[config.mk]
export PLATFORM = sky130hd
export DESIGN_NAME = memory_map_vector_decoder
export DESIGN_NICKNAME = d
export VERILOG_FILES = /design/src/common/memmap_pkg.sv /design/src/design/memory_map_vector_decoder.sv /design/src/design/vector_table.sv
export SDC_FILE = /design/constraint.sdc
export NUM_CORES = 1
export LEC_CHECK = 0
export ABC_AREA = 1
export BUFFER_PORTS_ARGS = -buffer_cell sky130_fd_sc_hd__buf_2
export CORE_UTILIZATION = 49
export DETAILED_ROUTE_END_ITERATION = 8
export PLACE_DENSITY = 0.81
export SLEW_MARGIN = 5
export SYNTH_ARGS = -nofsm -noshare
export SYNTH_HDL_FRONTEND = slang
export SYNTH_HIERARCHICAL = 1
export SYNTH_SLANG_ARGS = --single-unit
[constraint.sdc]
create_clock -name clk -period 1.6 [get_ports clk]
set_input_delay 0.24 -clock clk [delete_from_list [all_inputs] [get_ports clk]]
set_output_delay 0.24 -clock clk [all_outputs]
set_load 0.005 [all_outputs]
[src/common/memmap_pkg.sv]
// Address map, vector table constants and source encodings for the decoder.
package memmap_pkg;

  // Internal ROM or flash region, the lowest 1 MB of every 16 MB block.
  localparam logic [23:0] ROM_REGION_LAST = 24'h0F_FFFF;
  localparam logic [23:0] ROM_LIMIT_128K = 24'h02_0000;
  localparam logic [23:0] ROM_LIMIT_256K = 24'h04_0000;
  localparam logic [23:0] ROM_LIMIT_384K = 24'h06_0000;
  localparam logic [23:0] ROM_LIMIT_512K = 24'h08_0000;

  // ROM size select codes.
  localparam logic [1:0] ROM_SEL_128K = 2'h0;
  localparam logic [1:0] ROM_SEL_256K = 2'h1;
  localparam logic [1:0] ROM_SEL_384K = 2'h2;
  localparam logic [1:0] ROM_SEL_512K = 2'h3;

  // Internal RAM area of 28 KB, of which the 8 KB variant uses the top part.
  localparam logic [23:0] RAM_AREA_FIRST = 24'hFF_8000;
  localparam logic [23:0] RAM_8K_FIRST = 24'hFF_D000;
  localparam logic [23:0] RAM_AREA_LAST = 24'hFF_EFFF;
  localparam logic [23:0] IO_AREA_FIRST = 24'hFF_F000;

  // Handler start addresses.
  localparam logic [31:0] VEC_RESET = 32'h0000_0000;
  localparam logic [31:0] VEC_NMI = 32'h0000_0010;
  localparam logic [31:0] VEC_WDT_NMI = 32'h0000_0020;
  localparam logic [31:0] VEC_TRAP_A = 32'h0000_0040;
  localparam logic [31:0] VEC_TRAP_B = 32'h0000_0050;
  localparam logic [31:0] VEC_ILLEGAL_OP = 32'h0000_0060;
  localparam logic [31:0] VEC_WDT_MASK = 32'h0000_0080;
  localparam logic [31:0] VEC_PIN_BASE = 32'h0000_0090;
  localparam logic [31:0] VEC_ONCHIP_BASE = 32'h0000_0140;
  localparam logic [31:0] VEC_TWO_WIRE_A = 32'h0000_01F0;
  localparam logic [31:0] VEC_TWO_WIRE_B = 32'h0000_0240;
  localparam logic [4:0] PIN_COUNT = 5'h07;
  localparam int unsigned VEC_SHIFT = 4;

  typedef enum logic [3:0] {
    SRC_RESET = 4'h0,
    SRC_NMI = 4'h1,
    SRC_WDT_NMI = 4'h2,
    SRC_TRAP_A = 4'h3,
    SRC_TRAP_B = 4'h4,
    SRC_ILLEGAL_OP = 4'h5,
    SRC_WDT_MASK = 4'h6,
    SRC_EXT_PIN = 4'h7,
    SRC_ONCHIP = 4'h8,
    SRC_TWO_WIRE_A = 4'h9,
    SRC_TWO_WIRE_B = 4'hA
  } src_class_t;

  // First address past usable ROM for the selected size.
  function automatic logic [23:0] rom_limit(input logic [1:0] sel);
    logic [23:0] lim;
    lim = ROM_LIMIT_128K;
    unique case (sel)
      ROM_SEL_128K: lim = ROM_LIMIT_128K;
      ROM_SEL_256K: lim = ROM_LIMIT_256K;
      ROM_SEL_384K: lim = ROM_LIMIT_384K;
      ROM_SEL_512K: lim = ROM_LIMIT_512K;
    endcase
    return lim;
  endfunction

  // Vectors of one group are spaced 16 bytes apart from the group base.
  function automatic logic [31:0] vec_at(input logic [31:0] base,
                                         input logic [4:0] idx);
    return base + (32'(idx) << VEC_SHIFT);
  endfunction

endpackage

[src/design/memory_map_vector_decoder.sv]
// Address classifier for the internal memory map with vector redirect.
//
// How it works
// RULE1: 128 KB ROM, rest of 1 MB prohibited.
// RULE2: 256 KB ROM, rest of 1 MB prohibited.
// RULE3: 384 KB ROM, rest of 1 MB prohibited.
// RULE4: 512 KB ROM, rest of 1 MB prohibited.
// RULE5: Granted request redirects fetch to handler.
// RULE6: Reset, NMI, watchdog NMI fixed vectors.
// RULE7: Trap groups share vectors; illegal opcode vector.
// RULE8: Maskable vectors spaced sixteen bytes apart.
// RULE9: Two-wire vectors only when controller present.
// RULE10: 28 KB RAM area below peripheral area.
// RULE11: 8 KB RAM usable, lower part prohibited.
// RULE12: Upper eight address bits are ignored.
// RULE13: One-cycle pulse on prohibited access.
`timescale 1ns/1ps
`default_nettype none
module memory_map_vector_decoder
  import memmap_pkg::*;
(
  input wire logic clk,
  input wire logic rst_b,
  input wire logic cpu_addr_valid,
  input wire logic [31:0] cpu_addr,
  input wire logic [1:0] rom_size_sel,
  input wire logic two_wire_present,
  input wire logic irq_grant,
  input wire logic [3:0] grant_class,
  input wire logic [4:0] grant_index,
  output logic rom_hit,
  output logic ram_hit,
  output logic io_hit,
  output logic ext_hit,
  output logic access_prohibited,
  output logic fetch_redirect,
  output logic [31:0] fetch_target,
  output logic grant_refused
);

  typedef struct packed {
    logic rom_hit;
    logic ram_hit;
    logic io_hit;
    logic ext_hit;
    logic prohibited;
    logic redirect;
    logic [31:0] target;
    logic refused;
  } state_t;

  state_t state_reg;
  state_t state_next;
  logic [23:0] phys;
  logic in_rom_region;
  logic rom_usable;
  logic in_ram_area;
  logic ram_usable;
  logic in_io_area;
  logic [31:0] table_addr;
  logic table_ok;

  vector_table u_vector_table (
    .src_class(grant_class),
    .src_index(grant_index),
    .two_wire_present(two_wire_present),
    .vec_addr(table_addr),
    .vec_ok(table_ok)
  );

  // RULE12: drop upper bits
  assign phys = cpu_addr[23:0];

  // RULE1: ROM size limit
  // RULE2: ROM size limit
  // RULE3: ROM size limit
  // RULE4: ROM size limit
  assign in_rom_region = (phys <= ROM_REGION_LAST);
  assign rom_usable = in_rom_region && (phys < rom_limit(rom_size_sel));

  // RULE10: RAM area bounds
  assign in_ram_area = (phys >= RAM_AREA_FIRST) && (phys <= RAM_AREA_LAST);
  // RULE11: 8 KB usable part
  assign ram_usable = (phys >= RAM_8K_FIRST) && (phys <= RAM_AREA_LAST);
  assign in_io_area = (phys >= IO_AREA_FIRST);

  always_comb begin
    state_next = '0;
    state_next.target = state_reg.target;
    if (cpu_addr_valid) begin
      state_next.rom_hit = rom_usable;
      state_next.ram_hit = ram_usable;
      state_next.io_hit = in_io_area;
      state_next.ext_hit = !in_rom_region && !in_ram_area && !in_io_area;
      // RULE13: flag prohibited holes
      state_next.prohibited = (in_rom_region && !rom_usable) ||
                              (in_ram_area && !ram_usable);
    end
    // RULE5: redirect on grant
    if (irq_grant) begin
      if (table_ok) begin
        state_next.redirect = 1'b1;
        state_next.target = table_addr;
      end else begin
        state_next.refused = 1'b1;
      end
    end
  end

  always_ff @(posedge clk) begin
    if (!rst_b) begin
      state_reg <= '0;
    end else begin
      state_reg <= state_next;
    end
  end

  assign rom_hit = state_reg.rom_hit;
  assign ram_hit = state_reg.ram_hit;
  assign io_hit = state_reg.io_hit;
  assign ext_hit = state_reg.ext_hit;
  assign access_prohibited = state_reg.prohibited;
  assign fetch_redirect = state_reg.redirect;
  assign fetch_target = state_reg.target;
  assign grant_refused = state_reg.refused;
endmodule // memory_map_vector_decoder
`default_nettype wire

[src/design/vector_table.sv]
// Fixed lookup from interrupt or exception source to handler address.
`timescale 1ns/1ps
`default_nettype none
module vector_table
  import memmap_pkg::*;
(
  input wire logic [3:0] src_class,
  input wire logic [4:0] src_index,
  input wire logic two_wire_present,
  output logic [31:0] vec_addr,
  output logic vec_ok
);

  always_comb begin
    vec_addr = VEC_RESET;
    vec_ok = 1'b1;
    unique case (src_class)
      // RULE6: fixed exception vectors
      SRC_RESET: vec_addr = VEC_RESET;
      SRC_NMI: vec_addr = VEC_NMI;
      SRC_WDT_NMI: vec_addr = VEC_WDT_NMI;
      // RULE7: trap and illegal opcode
      // Every trap of a group shares one entry; the index is ignored.
      SRC_TRAP_A: vec_addr = VEC_TRAP_A;
      SRC_TRAP_B: vec_addr = VEC_TRAP_B;
      SRC_ILLEGAL_OP: vec_addr = VEC_ILLEGAL_OP;
      SRC_WDT_MASK: vec_addr = VEC_WDT_MASK;
      // RULE8: sixteen byte spacing
      SRC_EXT_PIN: begin
        vec_addr = vec_at(VEC_PIN_BASE, src_index);
        vec_ok = (src_index < PIN_COUNT);
      end
      SRC_ONCHIP: vec_addr = vec_at(VEC_ONCHIP_BASE, src_index);
      // RULE9: two-wire vector gating
      // Without the two-wire controller these entries belong to other
      // on-chip sources, so a two-wire request there is not honoured.
      SRC_TWO_WIRE_A: begin
        vec_addr = VEC_TWO_WIRE_A;
        vec_ok = two_wire_present;
      end
      SRC_TWO_WIRE_B: begin
        vec_addr = VEC_TWO_WIRE_B;
        vec_ok = two_wire_present;
      end
      default: vec_ok = 1'b0;
    endcase
  end

endmodule // vector_table
`default_nettype wire

## Word level (Yosys, flattened, before mapping)

Index checks and enable logic that the tools add are counted.

- Register bits: 39
- Input bits: 48
- Output and inout port bits: 39
- Word-level logic and storage cells: 55

- Add/sub/neg operators: 2
- Magnitude comparators: 7
- Equal/unequal tests: 13
- Muxes and demuxes: 5
- Reduce and logical (&&, ||, !) cells: 20

Operators by type and width:

| operator | count |
|---|---|
| 32-bit one-hot mux with 10 select lines | 1 |
| 24-bit one-hot mux with 4 select lines | 1 |
| 24-bit >= comparator (second input constant) | 3 |
| 33-bit 2-to-1 mux | 1 |
| 24-bit by 20-bit less-or-equal comparator with 1-bit output (second input constant) | 1 |
| 24-bit less-or-equal comparator (second input constant) | 1 |
| 24-bit < comparator | 1 |
| 4-bit by 3-bit equality test with 1-bit output (second input constant) | 4 |
| 4-bit equality test (second input constant) | 3 |
| 8-bit by 9-bit adder with 10-bit output (first input constant) | 1 |
| 9-bit by 9-bit adder with 10-bit output (first input constant) | 1 |
| 4-bit by 2-bit equality test with 1-bit output (second input constant) | 2 |
| 8-bit OR reduction | 1 |
| 1-bit logical AND | 7 |
| 2-bit AND reduction | 3 |
| 1-bit logical NOT | 5 |
| 5-bit by 3-bit < comparator with 1-bit output (second input constant) | 1 |
| 2-bit equality test (second input constant) | 2 |
| 4-bit by 1-bit equality test with 1-bit output (second input constant) | 1 |
| 4-bit logical NOT | 1 |
| 1-bit one-hot mux with 3 select lines | 1 |
| 2-bit by 1-bit equality test with 1-bit output (second input constant) | 1 |
| 2-bit logical NOT | 1 |
| 2-bit OR reduction | 1 |
| 2 further kinds | 2 |

## Depth between registers and ports, before layout

- Word-level depth: 7
- Depth in mapped cells: 11

## Modules after synthesis

The synthesis kept the hierarchy.

By module, submodules not included:

| module | times used | cells an instance | area an instance (um2) | seq. area each (um2) |
|---|---|---|---|---|
| memory_map_vector_decoder | 1 | 193 | 1482.7 | 780.7 |
| vector_table | 1 | 111 | 598.1 | 0.0 |

## Worst setup path after synthesis

Ideal clock, no wire load.

- Kind: input -> register
- From: input rom_size_sel[0]
- To: register state_reg (netlist bit access_prohibited)
- Data arrival time: 1.198 ns
- Required time: 1.534 ns
- Path slack: 0.336 ns
- Stages: 7
- Buffers on the path: 0
- Cell sequence: ha_1 > inv_1 > ha_1 > nand2_1 > o21ai_0 > nand2_1 > a21oi_2

- Longest elaborated chain between the ends: 7
- Elaborated cells between the ends (all ways): 10

Ends and longest elaborated chain:

| what | line | text |
|---|---|---|
| start: declaration | memory_map_vector_decoder.sv:26 | `input wire logic [1:0] rom_size_sel,` |
| 2-bit equality test (tied with other cells) | memmap_pkg.sv:56 | `unique case (sel)` |
| 24-bit one-hot mux with 4 select lines * | memmap_pkg.sv:56 |  |
| 24-bit < comparator * | memory_map_vector_decoder.sv:79 | `assign rom_usable = in_rom_region && (phys < rom_limit(rom_size_sel));` |
| 1-bit logical AND * | memory_map_vector_decoder.sv:79 |  |
| 1-bit logical NOT * | memory_map_vector_decoder.sv:96 | `state_next.prohibited = (in_rom_region && !rom_usable) \|\|` |
| 1-bit logical AND * | memory_map_vector_decoder.sv:96 |  |
| 1-bit logical OR * | memory_map_vector_decoder.sv:96 |  |
| end signal: assignment | memory_map_vector_decoder.sv:114 | `state_reg <= state_next;` |
| end: declaration | memory_map_vector_decoder.sv:52 | `state_t state_reg;` |

Mark *: on every way between the ends. The rest lies on a longest branch, timed or not. The select of a mux whose other input is x is not followed.
A chain may end at the register's enable or synchronous reset.

## Final worst setup path

- From: input grant_class[0]
- To: register state_reg (netlist bit fetch_target[9])

- Longest elaborated chain between the ends: 4
- Elaborated cells between the ends (all ways): 16

Ends and longest elaborated chain:

| what | line | text |
|---|---|---|
| start: declaration | memory_map_vector_decoder.sv:29 | `input wire logic [3:0] grant_class,` |
| 4-bit by 1-bit equality test with 1-bit output (tied with other cells) | vector_table.sv:17 | `unique case (src_class)` |
| 8-bit OR reduction (no source line) or 2-bit OR reduction (tied branches) | n/a |  |
| 1-bit one-hot mux with 3 select lines * | vector_table.sv:17 |  |
| named net table_ok | memory_map_vector_decoder.sv:61 | `logic table_ok;` |
| 2-bit AND reduction (no source line) * | n/a |  |

The timed path passes the listed nets; every way through them passes the cells marked *.

==> results.md <==
* Post-route ant nets at 0
* DP Cell Count at 415
* EDFF count, synth at 0
* TritonCTS clock tree: built
* # DRC at 0
* Clk slew on worst S/H paths at 0.07 ns
* P_leak at ~1.3 nW
* Fmax at between 800 and 900 MHz
* Mux cell area share after synthesis at 0%
* Final RePlAce weighted congestion at about 0.85
* Hold-fix buffers, CTS at 0
* Clock tree buffer depth at 2
* Tot GR Track Use at a little under a fifth
* Filler cells at between 300 and 400
* First-pass GRT wire length at 6170 um
* Largest net degree at the start of global routing at 33
* Crit path capture type: register
* Minimum clock period at roughly 1.2 ns
* Skew-Pair Late Insertion Delay at roughly 0.28 ns
* Adder-Cell Fraction of Synth Area at 3.61%
* Critical path fanouts, max at 11
* Max-cap violations at 0
* H-tree levels at 2
* TritonCTS Buffers at 5
* Startpoint types: input port
* CTS root buf: clkbuf_8
* Row cnt at 23
* VDD IR max at ~350 uV
* Dpl hpwl at between 2000 and 3000 um
* Crit path cell chain: buf_2, nor2_1, nand2_1, nand2_1, nor2_1, nand3_1, nand2_2, buf_4, o21ai_0, nor2_1
* Combinational fraction of design power at 18.7%
* Hold Vio Cnt, Final at 0
* CP Data Arrival Time at about 1.4 ns
* Part of the power in registers at slightly below 50%
* Average wire per standard cell at 9.36 um
* TNS Setup at 0 ns
* Post-synth top area share at between 30% and 40%
* Post-synthesis xor/xnor area fraction at less than 1%
* Net Switching at between 0.0005 and 0.0006 W
* Number of distinct library cells after synthesis at 26
* Ys flop type: dfxtp_1
* Grt ovf at 0
* Slowest Stage Delay on Critical Path at roughly 0.18 ns
* Die extent in x at 67.2 um
* Seq cells post-synth at 39
* Area post-placement at ~2400 um2
* I/O pin total at 87
* Mean Syn Cell Area at just under 7 um2
* I/O Buffers at 66
* Post-route cell area at between 2000 and 2500 um2
* Main combinational cell family by area after synthesis: simple AND/OR/NAND/NOR gates
* Synthesized instance count at ~300
* Hold/Removal Path Class: in2reg
* Final Max Slew Viols at 0
* Status: complete, no violations
* Yosys warns at 6
* # diodes at 0
* Simple-gate area share of the yosys netlist at about 31%
* Post-layout net count at around 430
* Share of cells above drive strength 1 at roughly a quarter
* Internal power at 0.00162 W
* Area leader, netlist: dfxtp_1
* Worst setup path category: in2reg
* Post-synth top cells: nor2_1, nand2_1, dfxtp_1
* Post-DR vias/cell at about 4.5
* Initial Util at approximately half
* Num Clock Sinks at 39
* Pwr Density at 883 nW/um2
* Number of global-route vias before repair at approximately 1,500
* Area growth from synthesis to layout at 19.3%
* Async S/R FF share, synth at 0%
* Largest cells by area after synthesis: dfxtp_1, nor2_1, buf_4, nand2_1, o21ai_0
* Initial antenna violation count at 0
* First drt pass iteration count at 4
* Setup-failing EPs final at 0
* Initial DRC count at 80
* Top-count cell post-synth: nor2_1
* Skew final at 0 ns
* Max stage delay cell, worst path: nor2_1
* Compound-Gate Fraction of Synth Area at 10.5%
* Vert. Die Dim at between 60 and 70 um
* Reg-to-reg slack, setup at 1.01 ns
* Final non-filler cell total at around 420
* RSZ-0062 raised after global routing: no
* Net Sw Frac at between 20% and 30%
* Post_cts resized at 0
* Synthesized cell area at 2080 um2
* Vias at about 1,900
* Post-synthesis sequential area ratio at a little under two fifths
* Post-CTS Setup Bufs at 0
* Tcrit/Tclk final at 76.9%
* Worst path required time at ~1.8 ns
* Total Routed Length at 3960 um
* Core Footprint at about 4000 um2
* DIE AREA at 4510 um2
* Clock network fraction of design power at roughly 32%
* CP dominant cell by count: nor2_1
## power by group through the flow
| stage | Sequential (W) | Clock (W) | Combinational, W |
|---|---|---|---|
| 6_report | 0.00107 | 0.000708 | 0.000411 |
| 3_5_place_dp | 0.00110 | 0 | 0.000414 |
| 2_1_floorplan | 0.00111 | 0 | 0.000277 |
| 4_1_cts | 0.00107 | 0.000735 | 0.000416 |
| 5_1_grt | 0.00108 | 0.000777 | 0.000472 |
| 3_3_place_gp | 0.00109 | 0 | 0.000402 |
## stage by stage
stage	worst slack [ns]	total power (W)	util (%)	hold slack [ns]
CTS	0.349	0.00223	61.6	0.169
finish	0.369	0.00219	61.6	0.178
global route	0.180	0.00233	61.6	0.188
detailed placement	0.0435	0.00151	59.1	0.464
floorplan	0.336	0.00138	-	0.354
global placement	0.123	0.00150	59.1	0.456
## kinds of logic (layout without fill, tap and decap cells)
family | after synthesis | after routing
AOI/OAI and AO/OA | 42 | 42
adders and majority gates | 6 | 6
DFF | 39 | 39
other | 1 | 26
and+or+nand+nor | 155 | 155
xor gates and xnor gates | 1 | 1
buffers and inverters | 60 | 104
## layout by cell type, fill, tap and decap left out
| master | synthesis | final |
|---|---|---|
| inv_2 | 3 | 3 |
| nand2_1 | 40 | 40 |
| a21oi_2 | 1 | 1 |
| conb_1 | 1 | 26 |
| nor2_2 | 1 | 1 |
| nand3_1 | 18 | 18 |
| nor3_1 | 1 | 1 |
| clkbuf_1 | 0 | 1 |
| o21ai_0 | 30 | 30 |
| buf_4 | 29 | 3 |
| nor3_2 | 1 | 1 |
| buf_2 | 2 | 66 |
| and3_1 | 1 | 1 |
| clkbuf_8 | 0 | 7 |
| nand2_2 | 1 | 1 |
| nor2_4 | 3 | 3 |
| or2_0 | 1 | 1 |
| o21ai_1 | 6 | 6 |
| nand2_4 | 1 | 1 |
| buf_12 | 0 | 2 |
| nor2_1 | 87 | 87 |
| inv_1 | 22 | 22 |
| o211ai_1 | 1 | 1 |
| dfxtp_1 | 39 | 39 |
| o21bai_1 | 1 | 1 |
| a21oi_1 | 3 | 3 |
| xnor2_1 | 1 | 1 |
| ha_1 | 6 | 6 |
## layer usage
| layer | track usage [%] | routed length [um] |
|---|---|---|
| met1 | 20.6 | 1700 |
| met2 | 31.3 | 1940 |
| met3 | 5.57 | 250 |
| met4 | 7.18 | 68 |
| met5 | 0 | 0 |
## cell type report
| type | count | area (um2) | area share (%) |
|---|---|---|---|
| multi-input combinational | 230 | 1050 | 42.4 |
| sequential | 39 | 781 | 31.5 |
| timing repair buffer | 71 | 393 | 15.8 |
| clock buffer | 8 | 100 | 4.03 |
| inverter | 25 | 93.8 | 3.78 |
| tap | 50 | 62.6 | 2.52 |
## state kept, by name, summed over array words and instances, names as in the netlist
signal	count
rom_hit	1
ram_hit	1
ext_hit	1
io_hit	1
access_prohibited	1
fetch_target	32
fetch_redirect	1
grant_refused	1
## critical path: cells and delay by family
family | cells | cell delay (ns)
buffers and inverters | 2 | 0.31
AND/OR/NAND/NOR | 7 | 0.69
AO/OA/AOI/OAI | 1 | 0.17
## path summary, 6_finish.rpt
path	startpoint	endpoint	cells past startpoint
max reg2reg	fetch_target[8]	fetch_target[8]	2
max	grant_class[0]	fetch_target[9]	10
min	irq_grant	grant_refused	3
min reg2reg	fetch_target[2]	fetch_target[2]	2
Power figures use the tool's default switching activity.
